$ cat config.mk
export PLATFORM = sky130hd
export DESIGN_NAME = crv_regs
export DESIGN_NICKNAME = d
export VERILOG_FILES = /design/src/logic/crv_regs.v /design/src/logic/crv_atten.v /design/src/logic/crv_slot_sel.v
export VERILOG_INCLUDE_DIRS = /design/src /design/src/logic
export SDC_FILE = /design/constraint.sdc
export NUM_CORES = 1
export LEC_CHECK = 0
export ABC_CLOCK_PERIOD_IN_PS = 3720
export BUFFER_PORTS_ARGS = -buffer_cell sky130_fd_sc_hd__buf_2
export CAP_MARGIN = 20
export CORE_MARGIN = 4
export CORE_UTILIZATION = 54
export DETAILED_ROUTE_END_ITERATION = 8
export PLACE_DENSITY = 0.87
export SKIP_CTS_REPAIR_TIMING = 1
export SLEW_MARGIN = 20
export SYNTH_ARGS = -nofsm -noshare
export SYNTH_HDL_FRONTEND = slang
export SYNTH_SLANG_ARGS = --single-unit
$ cat constraint.sdc
create_clock -name clock -period 3.72 [get_ports clock]
set_input_delay 0.186 -clock clock [delete_from_list [all_inputs] [get_ports clock]]
set_output_delay 0.186 -clock clock [all_outputs]
set_load 0.01 [all_outputs]
$ cat src/logic/crv_consts.vh
// Constants of the codec rate, volume and digital-out register bank.
// Included by the register bank and its helper modules; no logic here.
`ifndef CRV_CONSTS_VH
`define CRV_CONSTS_VH

// Register indices; byte address on APB is four times the index
`define CRV_IDX_EXT_CTRL      8'h2A
`define CRV_IDX_FRONT_RATE    8'h2C
`define CRV_IDX_SURR_RATE     8'h2E
`define CRV_IDX_LFE_RATE      8'h30
`define CRV_IDX_ADC_RATE      8'h32
`define CRV_IDX_CLFE_VOL      8'h36
`define CRV_IDX_SURR_VOL      8'h38
`define CRV_IDX_VENDOR        8'h5A

// Extended status/control fields
`define CRV_EXT_VRA_BIT       0
`define CRV_EXT_DRA_BIT       1
`define CRV_EXT_SPDIF_BIT     2
`define CRV_EXT_SSA_LO        4
`define CRV_EXT_SSA_HI        5

// Volume register fields
`define CRV_VOL_MUTE_HI       15
`define CRV_VOL_HI_MSB        12
`define CRV_VOL_HI_LSB        8
`define CRV_VOL_MUTE_LO       7
`define CRV_VOL_LO_MSB        4
`define CRV_VOL_LO_LSB        0

// Vendor register: alternate line level routing
`define CRV_VEND_ALT_BIT      15

// Reset values
`define CRV_RATE_RESET        16'hBB80
`define CRV_FIXED_RATE        16'hBB80
`define CRV_VOL_RESET         16'h8080
`define CRV_ALT_RESET         1'h1
`define CRV_SSA_RESET         2'h0

// Half-dB units per attenuation step (1.5 dB)
`define CRV_HALFDB_PER_STEP   7'h03

// Source slot pair selections
`define CRV_SSA_SLOT34        2'h0
`define CRV_SSA_SLOT78        2'h1
`define CRV_SSA_SLOT69        2'h2
`define CRV_SSA_SLOT1011      2'h3

`endif

$ cat src/logic/crv_regs.v
// Rate, volume and digital-out control registers of the audio codec,
// reached over APB, driving converter rates, channel levels and the
// digital-out slot picker.
// Assumes one clock, APB master in the same domain, link slots already
// deserialised and presented with a one-cycle frame strobe.
`timescale 1ns/100ps
`default_nettype none
`include "crv_consts.vh"

module crv_regs
#(
  parameter SW = 20
)
(
  // Clock and reset
  input  wire          clock,
  input  wire          rst_n,
  input  wire          ce,
  // APB slave
  input  wire          psel,
  input  wire          penable,
  input  wire          pwrite,
  input  wire [11:0]   paddr,
  input  wire [31:0]   pwdata,
  input  wire [3:0]    pstrb,
  output wire          pready,
  output reg  [31:0]   prdata_ff,
  output wire          pslverr,
  // Link slots
  input  wire          frameStrobe,
  input  wire [SW-1:0] slot3,
  input  wire [SW-1:0] slot4,
  input  wire [SW-1:0] slot6,
  input  wire [SW-1:0] slot7,
  input  wire [SW-1:0] slot8,
  input  wire [SW-1:0] slot9,
  input  wire [SW-1:0] slot10,
  input  wire [SW-1:0] slot11,
  // Digital-out transmitter
  output wire [SW-1:0] spdifLeft,
  output wire [SW-1:0] spdifRight,
  output wire          spdifValid,
  output wire          spdifTxEnable,
  output wire          doubleRateEnable,
  // Converter rates in hertz
  output reg  [15:0]   dacRate_ff,
  output reg  [15:0]   adcRate_ff,
  // Channel levels in half dB and mutes
  output wire [6:0]    centerAtten,
  output wire          centerMute,
  output wire [6:0]    lfeAtten,
  output wire          lfeMute,
  output wire [6:0]    leftRearAtten,
  output wire          leftRearMute,
  output wire [6:0]    rightRearAtten,
  output wire          rightRearMute,
  output wire          altLineRouting
);

  // Storage
  reg        variableRateEnable_ff;
  reg        doubleRateEnable_ff;
  reg        spdifEnable_ff;
  reg [1:0]  spdifSourceSelect_ff;
  reg [15:0] frontRate_ff;
  reg [15:0] adcRateReg_ff;
  reg [15:0] centerLfeVol_ff;
  reg [15:0] surroundVol_ff;
  reg        altRouting_ff;
  reg        loaded_ff;

  reg [31:0] nxt_prdata;
  reg        hit;

  wire [7:0] regIndex = paddr[9:2];
  wire       accessOk = psel & penable;
  wire       doneCycle = accessOk & pready;
  wire       writeDone = doneCycle & pwrite & hit;

  // Byte-lane merge of a 16-bit register
  function [15:0] mergeStrb;
    input [15:0] old;
    input [15:0] wd;
    input [1:0]  st;
    begin
      mergeStrb[7:0]  = st[0] ? wd[7:0]  : old[7:0];
      mergeStrb[15:8] = st[1] ? wd[15:8] : old[15:8];
    end
  endfunction

  // Read decode; unmapped or misaligned addresses miss
  always @*
  begin
    nxt_prdata = 32'h00000000;
    hit        = (paddr[1:0] == 2'h0) && (paddr[11:10] == 2'h0);
    case (regIndex)
      `CRV_IDX_EXT_CTRL:
      begin
        nxt_prdata[`CRV_EXT_VRA_BIT]   = variableRateEnable_ff;
        nxt_prdata[`CRV_EXT_DRA_BIT]   = doubleRateEnable_ff;
        nxt_prdata[`CRV_EXT_SPDIF_BIT] = spdifEnable_ff;
        nxt_prdata[`CRV_EXT_SSA_HI:`CRV_EXT_SSA_LO] = spdifSourceSelect_ff;
      end
      // Alias reads mirror the front rate
      `CRV_IDX_FRONT_RATE,
      `CRV_IDX_SURR_RATE,
      `CRV_IDX_LFE_RATE:
        nxt_prdata[15:0] = frontRate_ff;
      `CRV_IDX_ADC_RATE:
        nxt_prdata[15:0] = adcRateReg_ff;
      `CRV_IDX_CLFE_VOL:
        nxt_prdata[15:0] = centerLfeVol_ff;
      `CRV_IDX_SURR_VOL:
        nxt_prdata[15:0] = surroundVol_ff;
      `CRV_IDX_VENDOR:
        nxt_prdata[`CRV_VEND_ALT_BIT] = altRouting_ff;
      default:
        hit = 1'b0;
    endcase
  end

  // One wait state: read data is latched on the same edge that raises pready
  assign pready  = ce & loaded_ff;
  assign pslverr = accessOk & pready & ~hit;

  always @(posedge clock or negedge rst_n)
  begin
    if (!rst_n)
    begin
      loaded_ff <= 1'b0;
      prdata_ff <= 32'h00000000;
    end
    else if (ce)
    begin
      if (doneCycle)
        loaded_ff <= 1'b0;
      else if (accessOk)
      begin
        loaded_ff <= 1'b1;
        prdata_ff <= pwrite ? 32'h00000000 : nxt_prdata;
      end
    end
  end

  // Register writes
  always @(posedge clock or negedge rst_n)
  begin
    if (!rst_n)
    begin
      variableRateEnable_ff <= 1'b0;
      doubleRateEnable_ff   <= 1'b0;
      spdifEnable_ff        <= 1'b0;
      spdifSourceSelect_ff  <= `CRV_SSA_RESET;
      frontRate_ff          <= `CRV_RATE_RESET;
      adcRateReg_ff         <= `CRV_RATE_RESET;
      centerLfeVol_ff       <= `CRV_VOL_RESET;
      surroundVol_ff        <= `CRV_VOL_RESET;
      altRouting_ff         <= `CRV_ALT_RESET;
    end
    else if (ce & writeDone)
    begin
      case (regIndex)
        `CRV_IDX_EXT_CTRL:
        begin
          if (pstrb[0])
          begin
            variableRateEnable_ff <= pwdata[`CRV_EXT_VRA_BIT];
            doubleRateEnable_ff   <= pwdata[`CRV_EXT_DRA_BIT];
            spdifEnable_ff        <= pwdata[`CRV_EXT_SPDIF_BIT];
            spdifSourceSelect_ff  <=
              pwdata[`CRV_EXT_SSA_HI:`CRV_EXT_SSA_LO];
          end
        end
        `CRV_IDX_FRONT_RATE:
          frontRate_ff <= mergeStrb(frontRate_ff, pwdata[15:0],
                                    pstrb[1:0]);
        // ADC rate kept apart from DAC rate
        `CRV_IDX_ADC_RATE:
          adcRateReg_ff <= mergeStrb(adcRateReg_ff, pwdata[15:0],
                                     pstrb[1:0]);
        `CRV_IDX_CLFE_VOL:
          centerLfeVol_ff <= mergeStrb(centerLfeVol_ff, pwdata[15:0],
                                       pstrb[1:0]);
        `CRV_IDX_SURR_VOL:
          surroundVol_ff <= mergeStrb(surroundVol_ff, pwdata[15:0],
                                      pstrb[1:0]);
        `CRV_IDX_VENDOR:
        begin
          if (pstrb[1])
            altRouting_ff <= pwdata[`CRV_VEND_ALT_BIT];
        end
        default:
          altRouting_ff <= altRouting_ff;
      endcase
    end
  end

  // Effective converter rates
  always @(posedge clock or negedge rst_n)
  begin
    if (!rst_n)
    begin
      dacRate_ff <= `CRV_FIXED_RATE;
      adcRate_ff <= `CRV_FIXED_RATE;
    end
    else if (ce)
    begin
      // Fixed 48 kHz unless variable rate is on
      // One rate for all six DAC channels
      dacRate_ff <= variableRateEnable_ff ? frontRate_ff
                                          : `CRV_FIXED_RATE;
      adcRate_ff <= variableRateEnable_ff ? adcRateReg_ff
                                          : `CRV_FIXED_RATE;
    end
  end

  assign spdifTxEnable    = spdifEnable_ff;
  assign doubleRateEnable = doubleRateEnable_ff;
  assign altLineRouting   = altRouting_ff;

  // Center in low half, LFE in high half
  crv_atten uCenter
  (
    .clock          (clock),
    .rst_n          (rst_n),
    .ce             (ce),
    .levelCode      (centerLfeVol_ff[`CRV_VOL_LO_MSB:`CRV_VOL_LO_LSB]),
    .muteBit        (centerLfeVol_ff[`CRV_VOL_MUTE_LO]),
    .bypass         (1'b0),
    .attenHalfDb_ff (centerAtten),
    .muted_ff       (centerMute)
  );

  crv_atten uLfe
  (
    .clock          (clock),
    .rst_n          (rst_n),
    .ce             (ce),
    .levelCode      (centerLfeVol_ff[`CRV_VOL_HI_MSB:`CRV_VOL_HI_LSB]),
    .muteBit        (centerLfeVol_ff[`CRV_VOL_MUTE_HI]),
    .bypass         (1'b0),
    .attenHalfDb_ff (lfeAtten),
    .muted_ff       (lfeMute)
  );

  // Left rear high half, right rear low half
  // Bypassed while alternate routing owns the pins
  crv_atten uLeftRear
  (
    .clock          (clock),
    .rst_n          (rst_n),
    .ce             (ce),
    .levelCode      (surroundVol_ff[`CRV_VOL_HI_MSB:`CRV_VOL_HI_LSB]),
    .muteBit        (surroundVol_ff[`CRV_VOL_MUTE_HI]),
    .bypass         (altRouting_ff),
    .attenHalfDb_ff (leftRearAtten),
    .muted_ff       (leftRearMute)
  );

  crv_atten uRightRear
  (
    .clock          (clock),
    .rst_n          (rst_n),
    .ce             (ce),
    .levelCode      (surroundVol_ff[`CRV_VOL_LO_MSB:`CRV_VOL_LO_LSB]),
    .muteBit        (surroundVol_ff[`CRV_VOL_MUTE_LO]),
    .bypass         (altRouting_ff),
    .attenHalfDb_ff (rightRearAtten),
    .muted_ff       (rightRearMute)
  );

  crv_slot_sel #(.SW(SW)) uSlotSel
  (
    .clock          (clock),
    .rst_n          (rst_n),
    .ce             (ce),
    .txEnable       (spdifEnable_ff),
    .sourceSelect   (spdifSourceSelect_ff),
    .frameStrobe    (frameStrobe),
    .slot3          (slot3),
    .slot4          (slot4),
    .slot6          (slot6),
    .slot7          (slot7),
    .slot8          (slot8),
    .slot9          (slot9),
    .slot10         (slot10),
    .slot11         (slot11),
    .leftData_ff    (spdifLeft),
    .rightData_ff   (spdifRight),
    .sampleValid_ff (spdifValid)
  );

endmodule // crv_regs
`default_nettype wire

$ cat src/logic/crv_atten.v
// One output channel's attenuation and mute stage.
// Expects level code and mute bit straight from a volume register.
`timescale 1ns/100ps
`default_nettype none
`include "crv_consts.vh"

module crv_atten
(
  // Clock and reset
  input  wire       clock,
  input  wire       rst_n,
  input  wire       ce,
  // Settings
  input  wire [4:0] levelCode,
  input  wire       muteBit,
  input  wire       bypass,
  // Result
  output reg  [6:0] attenHalfDb_ff,
  output reg        muted_ff
);

  reg [6:0] nxt_attenHalfDb;
  reg       nxt_muted;

  always @*
  begin
    // Code zero is 0 dB, each step adds 1.5 dB
    // 31 steps down to 46.5 dB, counted in half dB
    nxt_attenHalfDb = {2'h0, levelCode} * `CRV_HALFDB_PER_STEP;
    nxt_muted       = muteBit;
    // Routed away: register has no say on these pins
    if (bypass)
    begin
      nxt_attenHalfDb = 7'h00;
      nxt_muted       = 1'b0;
    end
  end

  always @(posedge clock or negedge rst_n)
  begin
    if (!rst_n)
    begin
      attenHalfDb_ff <= 7'h00;
      muted_ff       <= 1'b1;
    end
    else if (ce)
    begin
      attenHalfDb_ff <= nxt_attenHalfDb;
      muted_ff       <= nxt_muted;
    end
  end

endmodule // crv_atten
`default_nettype wire

$ cat src/logic/crv_slot_sel.v
// Picks the digital-out sample pair from the incoming link slots.
// Slot words and frame strobe come from the link receiver, one clock.
`timescale 1ns/100ps
`default_nettype none
`include "crv_consts.vh"

module crv_slot_sel
#(
  parameter SW = 20
)
(
  // Clock and reset
  input  wire          clock,
  input  wire          rst_n,
  input  wire          ce,
  // Control
  input  wire          txEnable,
  input  wire [1:0]    sourceSelect,
  // Link slots, valid on frameStrobe
  input  wire          frameStrobe,
  input  wire [SW-1:0] slot3,
  input  wire [SW-1:0] slot4,
  input  wire [SW-1:0] slot6,
  input  wire [SW-1:0] slot7,
  input  wire [SW-1:0] slot8,
  input  wire [SW-1:0] slot9,
  input  wire [SW-1:0] slot10,
  input  wire [SW-1:0] slot11,
  // Transmitter samples
  output reg  [SW-1:0] leftData_ff,
  output reg  [SW-1:0] rightData_ff,
  output reg           sampleValid_ff
);

  reg [SW-1:0] nxt_left;
  reg [SW-1:0] nxt_right;

  // Slot pair chosen by source select
  always @*
  begin
    case (sourceSelect)
      `CRV_SSA_SLOT34:
      begin
        nxt_left  = slot3;
        nxt_right = slot4;
      end
      `CRV_SSA_SLOT78:
      begin
        nxt_left  = slot7;
        nxt_right = slot8;
      end
      `CRV_SSA_SLOT69:
      begin
        nxt_left  = slot6;
        nxt_right = slot9;
      end
      default:
      begin
        nxt_left  = slot10;
        nxt_right = slot11;
      end
    endcase
  end

  always @(posedge clock or negedge rst_n)
  begin
    if (!rst_n)
    begin
      leftData_ff    <= {SW{1'b0}};
      rightData_ff   <= {SW{1'b0}};
      sampleValid_ff <= 1'b0;
    end
    else if (ce)
    begin
      sampleValid_ff <= frameStrobe & txEnable;
      if (frameStrobe & txEnable)
      begin
        leftData_ff  <= nxt_left;
        rightData_ff <= nxt_right;
      end
    end
  end

endmodule // crv_slot_sel
`default_nettype wire

# Yosys cells after proc, flatten, opt, wreduce, memory -nomap -nowiden

Index checks and enable logic that the tools add are counted.
Widths: inputs -> output; s select.

$mul: 4
Order comparisons: 0
Equality and inequality tests: 10
Divide/modulo/power cells: 0
Shifts and indexed selects: 0
Muxes and demuxes: 17
Bitwise gates (word level): 10
$add $sub $neg: 0
Reduce and logical (&&, ||, !) cells: 20

Operators by type and width:

| kind                | number |
|---|---|
| $pmux 20 s3         | 2 |
| $eq 8x6->1 const B  | 7 |
| $mux 16             | 3 |
| $pmux 9 s4          | 1 |
| $reduce_and 3->1    | 11 |
| $mul 5x2->7 const B | 4 |
| $pmux 3 s5          | 1 |
| $mux 7              | 2 |
| $pmux 2 s5          | 1 |
| $and 1x1->1         | 8 |
| $eq 8x7->1 const B  | 1 |
| $reduce_or 8->1     | 1 |
| $logic_not 2->1     | 3 |
| $mux 1              | 5 |
| $pmux 1 s5          | 1 |
| $pmux 1 s4          | 1 |
| $reduce_and 2->1    | 2 |
| $reduce_or 3->1     | 1 |
| $eq 2x1->1 const B  | 1 |
| $eq 2x2->1 const B  | 1 |
| $not 1->1           | 2 |
| $reduce_bool 2->1   | 1 |
| $logic_and 1x1->1   | 1 |

Memories kept: 0
Memory bits (read-only): 0
Input port bits: 215
Register bits after elaboration: 208
Word-level logic and storage cells: 89
Bits in writable memories: 0
Bits in latches: 0

# Logic depth before layout (Yosys ltp)

Depth after elaboration: 6
Mapped depth: 7
Gate-level depth less buffers: 7

# By module

From an unflattened synthesis, not the netlist that was laid out.

Cells, all modules: 780
Area, all modules: 9980.8 µm²

By module, submodules not included:

| module                   | cells an instance | area an instance (µm²) | seq. area each (µm²) | times used |
|---|---|---|---|---|
| crv_regs                 | 452               | 5340.1                 | 3019.1               | 1 |
| crv_slot_sel             | 138               | 2640.0                 | 1026.0               | 1 |
| crv_atten at uCenter ... | 46                | 495.5                  | 201.4                | 3 |
| crv_atten at uRightRear  | 52                | 514.2                  | 201.4                | 1 |

# Worst setup path before layout

No wires, ideal clock.

Path type: register to register
Start: register spdifSourceSelect_ff[0]
End: register uSlotSel.rightData_ff[11]
Data arrival time: 1821 ps
Library setup time: 125 ps
Path buffers: 2
Stages on the path, launching flop included: 5
Data required time: 3595 ps
Setup slack: 1775 ps
Cells stage by stage: dfrtp_1 -> clkbuf_1 -> clkbuf_1 -> mux4_2 -> mux2_2

Cells in the longest elaborated chain, start to end: 2
Elaborated cells on any way between the ends: 4
Classes of those cells: eq/ne: 2; mux: 1; reduce/logical: 1

RTL lines:

| what                               | RTL line          | source |
|---|---|---|
| start: declaration                 | crv_regs.v:64     | `reg [1:0] spdifSourceSelect_ff;` |
| start signal: assignment           | crv_regs.v:153    | `` spdifSourceSelect_ff <= `CRV_SSA_RESET; `` |
| start signal: assignment           | crv_regs.v:170    | `spdifSourceSelect_ff <=` |
| $eq 2x2->1 (tied with other cells) | crv_slot_sel.v:41 | `case (sourceSelect)` |
| $pmux 20 s3 *                      | crv_slot_sel.v:41 |  |
| end signal: assignment             | crv_slot_sel.v:70 | `rightData_ff <= {SW{1'b0}};` |
| end signal: assignment             | crv_slot_sel.v:79 | `rightData_ff <= nxt_right;` |
| end: declaration                   | crv_slot_sel.v:31 | `output reg [SW-1:0] rightData_ff,` |

Every way passes the cells marked *; elsewhere a longest branch is shown, timed or not.
A chain may end at the register's enable or synchronous reset.

# Worst setup path in the final report

Start: register loaded_ff
End: register prdata_ff[13]

Cells in the longest elaborated chain, start to end: 4

RTL lines:

| what                              | RTL line       | source |
|---|---|---|
| start: declaration                | crv_regs.v:70  | `reg loaded_ff;` |
| start signal: assignment          | crv_regs.v:130 | `loaded_ff <= 1'b0;` |
| start signal: assignment          | crv_regs.v:136 | `loaded_ff <= 1'b0;` |
| start signal: assignment          | crv_regs.v:139 | `loaded_ff <= 1'b1;` |
| $and 1x1->1                       | crv_regs.v:123 | `assign pready = ce & loaded_ff;` |
| $and 1x1->1                       | crv_regs.v:77  | `wire doneCycle = accessOk & pready;` |
| $not 1->1 (no source line)        | --             |  |
| $reduce_and 3->1 (no source line) | --             |  |
| end signal: assignment            | crv_regs.v:140 | `prdata_ff <= pwrite ? 32'h00000000 : nxt_prdata;` |
| end: declaration                  | crv_regs.v:27  | `output reg [31:0] prdata_ff,` |

Every way passes these cells.

==> results.env <==
RUN_STATUS='complete, no violations'
DIE-HEIGHT_UM=143
MIN_DELAY_PATH_DEPTH=3
ROUTED_WIRE_LENGTH_PER_INSTANCE_UM=22.0
POWER.SHARE.COMBINATIONAL_PCT=7.0
SEQCELLAREA_UM2=4850
P_SW_SHARE_PCT=23.1
FIRST_GLOBAL_VIAS=7967
CTS.SINK_COUNT=192
WHS_ENDPOINT='uSlotSel.sampleValid_ff$_DFFE_PN0P_'
POSTSYNTHAREAPERCELL_UM2=12.4
HOLD_WS_NS=0.0291
ROUTED_WL_UM=29600
POST_ROUTE_CELLS_DRIVE_ABOVE_1_SHARE_PCT=51.8
SLOWEST_STAGE='sky130_fd_sc_hd__nor2_1'
CTS_INSERTED_BUFFERS=17
POWER.IR.VDD_WORST_mV=0.334
SLEW_HEADROOM_PCT=33.2
CLOCK_TREE.BUFFER_DEPTH=2
YS_FF_LATCH=192
SYN_AREA_UM2=9840
YOSYS_WARNING_COUNT=0
CLOCK-SKEW-FINAL_NS=0.0118
HOLD_START='frameStrobe'
STARTPOINT_TYPE='flop'
CTS-HTREE-LEVELS=4
WORST_SKEW_PAIR.LATE_LATENCY_NS=0.44
FINAL_ROUTED_DRC_VIOLATION_TOTAL=0
SEQ_AREA_FRAC_SYNTH_PCT=49.3
CHIPWIDTH_UM=143
MULTI_INPUT_COMB_AREA_UM2=4520
DP.CELLS=1310
POST-DP-HPWL_UM=21800
CRITICAL_PATH.MAX_STAGE_DELAY_NS=0.73
FINAL_CELLS=1350
NUMBER_OF_ITERATIONS_IN_THE_FIRST_DETAILED_ROUTING_PASS=8
PLACEMENT_ROWS=49
TRACK_USAGE_PCT=28.2
FF2FF_SETUP_SLACK_NS=1.02
TOTALNEGATIVESETUPSLACK_NS=0
AREA_DELTA_SYNTH_FINAL_PCT=24.5
MIN_PERIOD_OVER_PERIOD_PCT=72.5
ANTENNA_VIOLATIONS_BEFORE_REPAIR=8
CTS.ROOT.BUFFER_CELL='sky130_fd_sc_hd__clkbuf_16'
FINALSETUPVIOLCOUNT=0
CP.REQUIRED_NS=4.05
MIN-DELAY-PATH-CLASS='in2reg'
POWER.LEAKAGE_nW=5.99
DESIGN.FINAL.NETS=1342
CLOCK_TREE_FROM_TRITONCTS='yes'
PIN_COUNT=357
MAXCAPVIOLCOUNT=0
TIMING.FINAL.CRIT_PERIOD_NS=2.70
POSTROUTEANTENNANETS=0
WORSTMARGINPINSLEW_NS=1.00
WORST_SETUP_END_KIND='flop'
TIMING.FINAL.HOLD_VIOLATIONS=0
PD_CELLS_nW_PER_UM2=348
VIAS=7931
GRT_START_MAX_NET_PINS=101
WORST_EP_ARRIVAL_TIME_NS=3.03
POSTSYNTH.ASYNCRESETSHARE_PCT=100
FLOORPLAN.CORE_AREA_UM2=18000
DETAIL_ROUTE.VIAS_PER_CELL=5.87
WORST_R2R_PATH_DEPTH=5
WORST_R2R_ENDPOINT='prdata_ff[13]$_DFFE_PN0P_'
INITIAL_CORE_UTIL_PCT=54.8
GLOBALROUTEOVERFLOWTOTAL=0
P_SEQ_SHARE_PCT=49.3
CRIT-REG2REG-LAUNCH='loaded_ff$_DFFE_PN0P_'
CRITPATHKIND='reg2reg'
FMAX_MHz=371
POST_SYNTH_EDFFS=0
FILL_CELLS=1277
NUMBER_OF_PINS_WITH_NEGATIVE_MAX_SLEW_SLACK_IN_THE_FINAL_REPORT=0
GRT_PASS1_WL_UM=44200
INTERNAL_POWER_mW=3.28
POSTSYNTH.TOPFLOPCELL='sky130_fd_sc_hd__dfrtp_1'
SWITCHINGPOWER_mW=0.982
P_TOTAL_mW=4.26
POWER.CLOCK.FRACTION_PCT=43.7
SYN_INST=792
PORT_BUFFERS=322
MAXIMUM_FANOUT_ALONG_THE_WORST_PATH=24
DIE_AREA_UM2=20400
GLOBALPLACE.CONGESTION=0.860
CLKTRANSATPATHREGS_NS=0.07
DR.FIRST_ITER.DRC_COUNT=653
YS_TYPES=61
TIMING.CRITICAL_PATH.CELLS='nand4b_1 > buf_4 > nor2_1 > nand3_1 > o211ai_1'
RSZ0062_AT_GRT='false'
[synthesized netlist by cell type, types with 6 or more instances]
cell type	n	share of area (%)
sky130_fd_sc_hd__mux2_2	118	14
sky130_fd_sc_hd__a31oi_1	12	0.76
sky130_fd_sc_hd__mux2i_1	11	1.1
sky130_fd_sc_hd__mux4_2	40	9.2
sky130_fd_sc_hd__buf_4	16	1.2
sky130_fd_sc_hd__o211ai_1	20	1.5
sky130_fd_sc_hd__dfstp_2	37	9.9
sky130_fd_sc_hd__clkbuf_1	33	1.3
sky130_fd_sc_hd__ha_1	22	2.8
sky130_fd_sc_hd__nor2_1	31	1.2
sky130_fd_sc_hd__a21oi_1	24	1.2
sky130_fd_sc_hd__inv_1	65	2.5
sky130_fd_sc_hd__buf_2	6	0.31
sky130_fd_sc_hd__o21ai_0	37	1.9
sky130_fd_sc_hd__nand2_1	38	1.4
sky130_fd_sc_hd__nand3b_1	6	0.46
sky130_fd_sc_hd__nand3_1	21	1.1
sky130_fd_sc_hd__a222oi_1	6	0.61
sky130_fd_sc_hd__o2bb2ai_1	6	0.53
sky130_fd_sc_hd__dfrtp_1	155	39
[area by class of cell]
type / instances / area share [%]
Tap cell: 229 / 2.34
Antenna cell: 7 / 0.143
Timing Repair Buffer: 334 / 14.1
Multi-Input combinational cell: 491 / 36.9
Sequential cell: 192 / 39.6
Inverter: 65 / 1.99
Clock buffer: 22 / 3.87
Clock inverter: 10 / 1.03
[registers in the layout, summed over array words and instances (netlist names), 16 cells and up]
name / cells
uSlotSel.rightData_ff: 20
uSlotSel.leftData_ff: 20
adcRate_ff: 16
prdata_ff: 16
frontRate_ff: 16
surroundVol_ff: 16
adcRateReg_ff: 16
centerLfeVol_ff: 16
dacRate_ff: 16
[metal layers]
metal  vias to the layer above  share of wire, %  global-route usage, %
met5                         -             0.044                      0
met4                         2               3.7                   11.7
met3                        76               8.7                   7.17
met2                       416                49                   45.3
met1                      3969                38                   36.9
li1                       3468                 -                      -
[how the worst max path moves through the flow]
stage	startpoint	to	slack (ns)	cells after the start
6_report	loaded_ff$_DFFE_PN0P_	prdata_ff[13]$_DFFE_PN0P_	1.02	5
5_1_grt	loaded_ff$_DFFE_PN0P_	prdata_ff[14]$_DFFE_PN0P_	0.90	5
4_1_cts	loaded_ff$_DFFE_PN0P_	prdata_ff[13]$_DFFE_PN0P_	1.07	5
3_5_place_dp	ce	prdata_ff[14]$_DFFE_PN0P_	1.06	6
3_3_place_gp	ce	prdata_ff[14]$_DFFE_PN0P_	1.17	6
2_1_floorplan	spdifSourceSelect_ff[0]$_DFFE_PN0P_	uSlotSel.rightData_ff[11]$_DFFE_PN0P_	1.77	4
[power by group through the flow]
| stage | registers [mW] | clock network (mW) | logic, mW |
|---|---|---|---|
| CTS | 2.10 | 1.89 | 0.296 |
| global placement | 2.14 | 0 | 0.286 |
| finish | 2.10 | 1.86 | 0.297 |
| global route | 2.10 | 1.98 | 0.323 |
| floorplan | 2.14 | 0 | 0.110 |
| detailed placement | 2.14 | 0 | 0.294 |
[metrics by stage]
stage	worst slack (ns)	util, %	area (um2)
finish	1.02	68.2	12300
detailed placement	1.06	64.7	11600
floorplan	1.77	-	9900
CTS	1.07	68.0	12200
global placement	1.17	64.7	11600
global route	0.896	68.2	12300
[cell families (layout without fill, tap and decap cells)]
group / after synthesis / in the layout / share of synthesized area, %
fa+ha+maj: 26 / 26 / 3.61
other cells: 1 / 23 / 0.0381
compound gates: 137 / 137 / 9.19
flops: 192 / 192 / 49.3
mux: 169 / 169 / 23.8
simple gates: 137 / 137 / 8.14
buf+inv: 124 / 431 / 5.42
xor+xnor: 6 / 6 / 0.534
[critical path: cells and delay by family, from the launching register on]
| family | cells | cell delay [ns] |
|---|---|---|
| buffers and inverters | 1 | 0.26 |
| AND/OR/NAND/NOR | 3 | 1.54 |
| AO/OA/AOI/OAI | 1 | 0.39 |
| flip-flops | 1 | 0.40 |
[placed cells by master (no fill, tap or decap), types with 7 or more instances in the layout]
cell / netlist / final
sky130_fd_sc_hd__clkbuf_16: 0 / 17
sky130_fd_sc_hd__diode_2: 0 / 7
sky130_fd_sc_hd__mux2i_1: 11 / 11
sky130_fd_sc_hd__o211ai_1: 20 / 20
sky130_fd_sc_hd__dfrtp_1: 155 / 152
sky130_fd_sc_hd__dfstp_2: 37 / 37
sky130_fd_sc_hd__buf_4: 16 / 10
sky130_fd_sc_hd__mux2_2: 118 / 118
sky130_fd_sc_hd__buf_2: 6 / 321
sky130_fd_sc_hd__nand3_1: 21 / 20
sky130_fd_sc_hd__mux4_2: 40 / 40
sky130_fd_sc_hd__nor2_1: 31 / 31
sky130_fd_sc_hd__nand2_1: 38 / 38
sky130_fd_sc_hd__inv_1: 65 / 65
sky130_fd_sc_hd__a31oi_1: 12 / 12
sky130_fd_sc_hd__a21oi_1: 24 / 24
sky130_fd_sc_hd__conb_1: 1 / 16
sky130_fd_sc_hd__o21ai_0: 37 / 37
sky130_fd_sc_hd__ha_1: 22 / 22
Power figures use the tool's default switching activity.
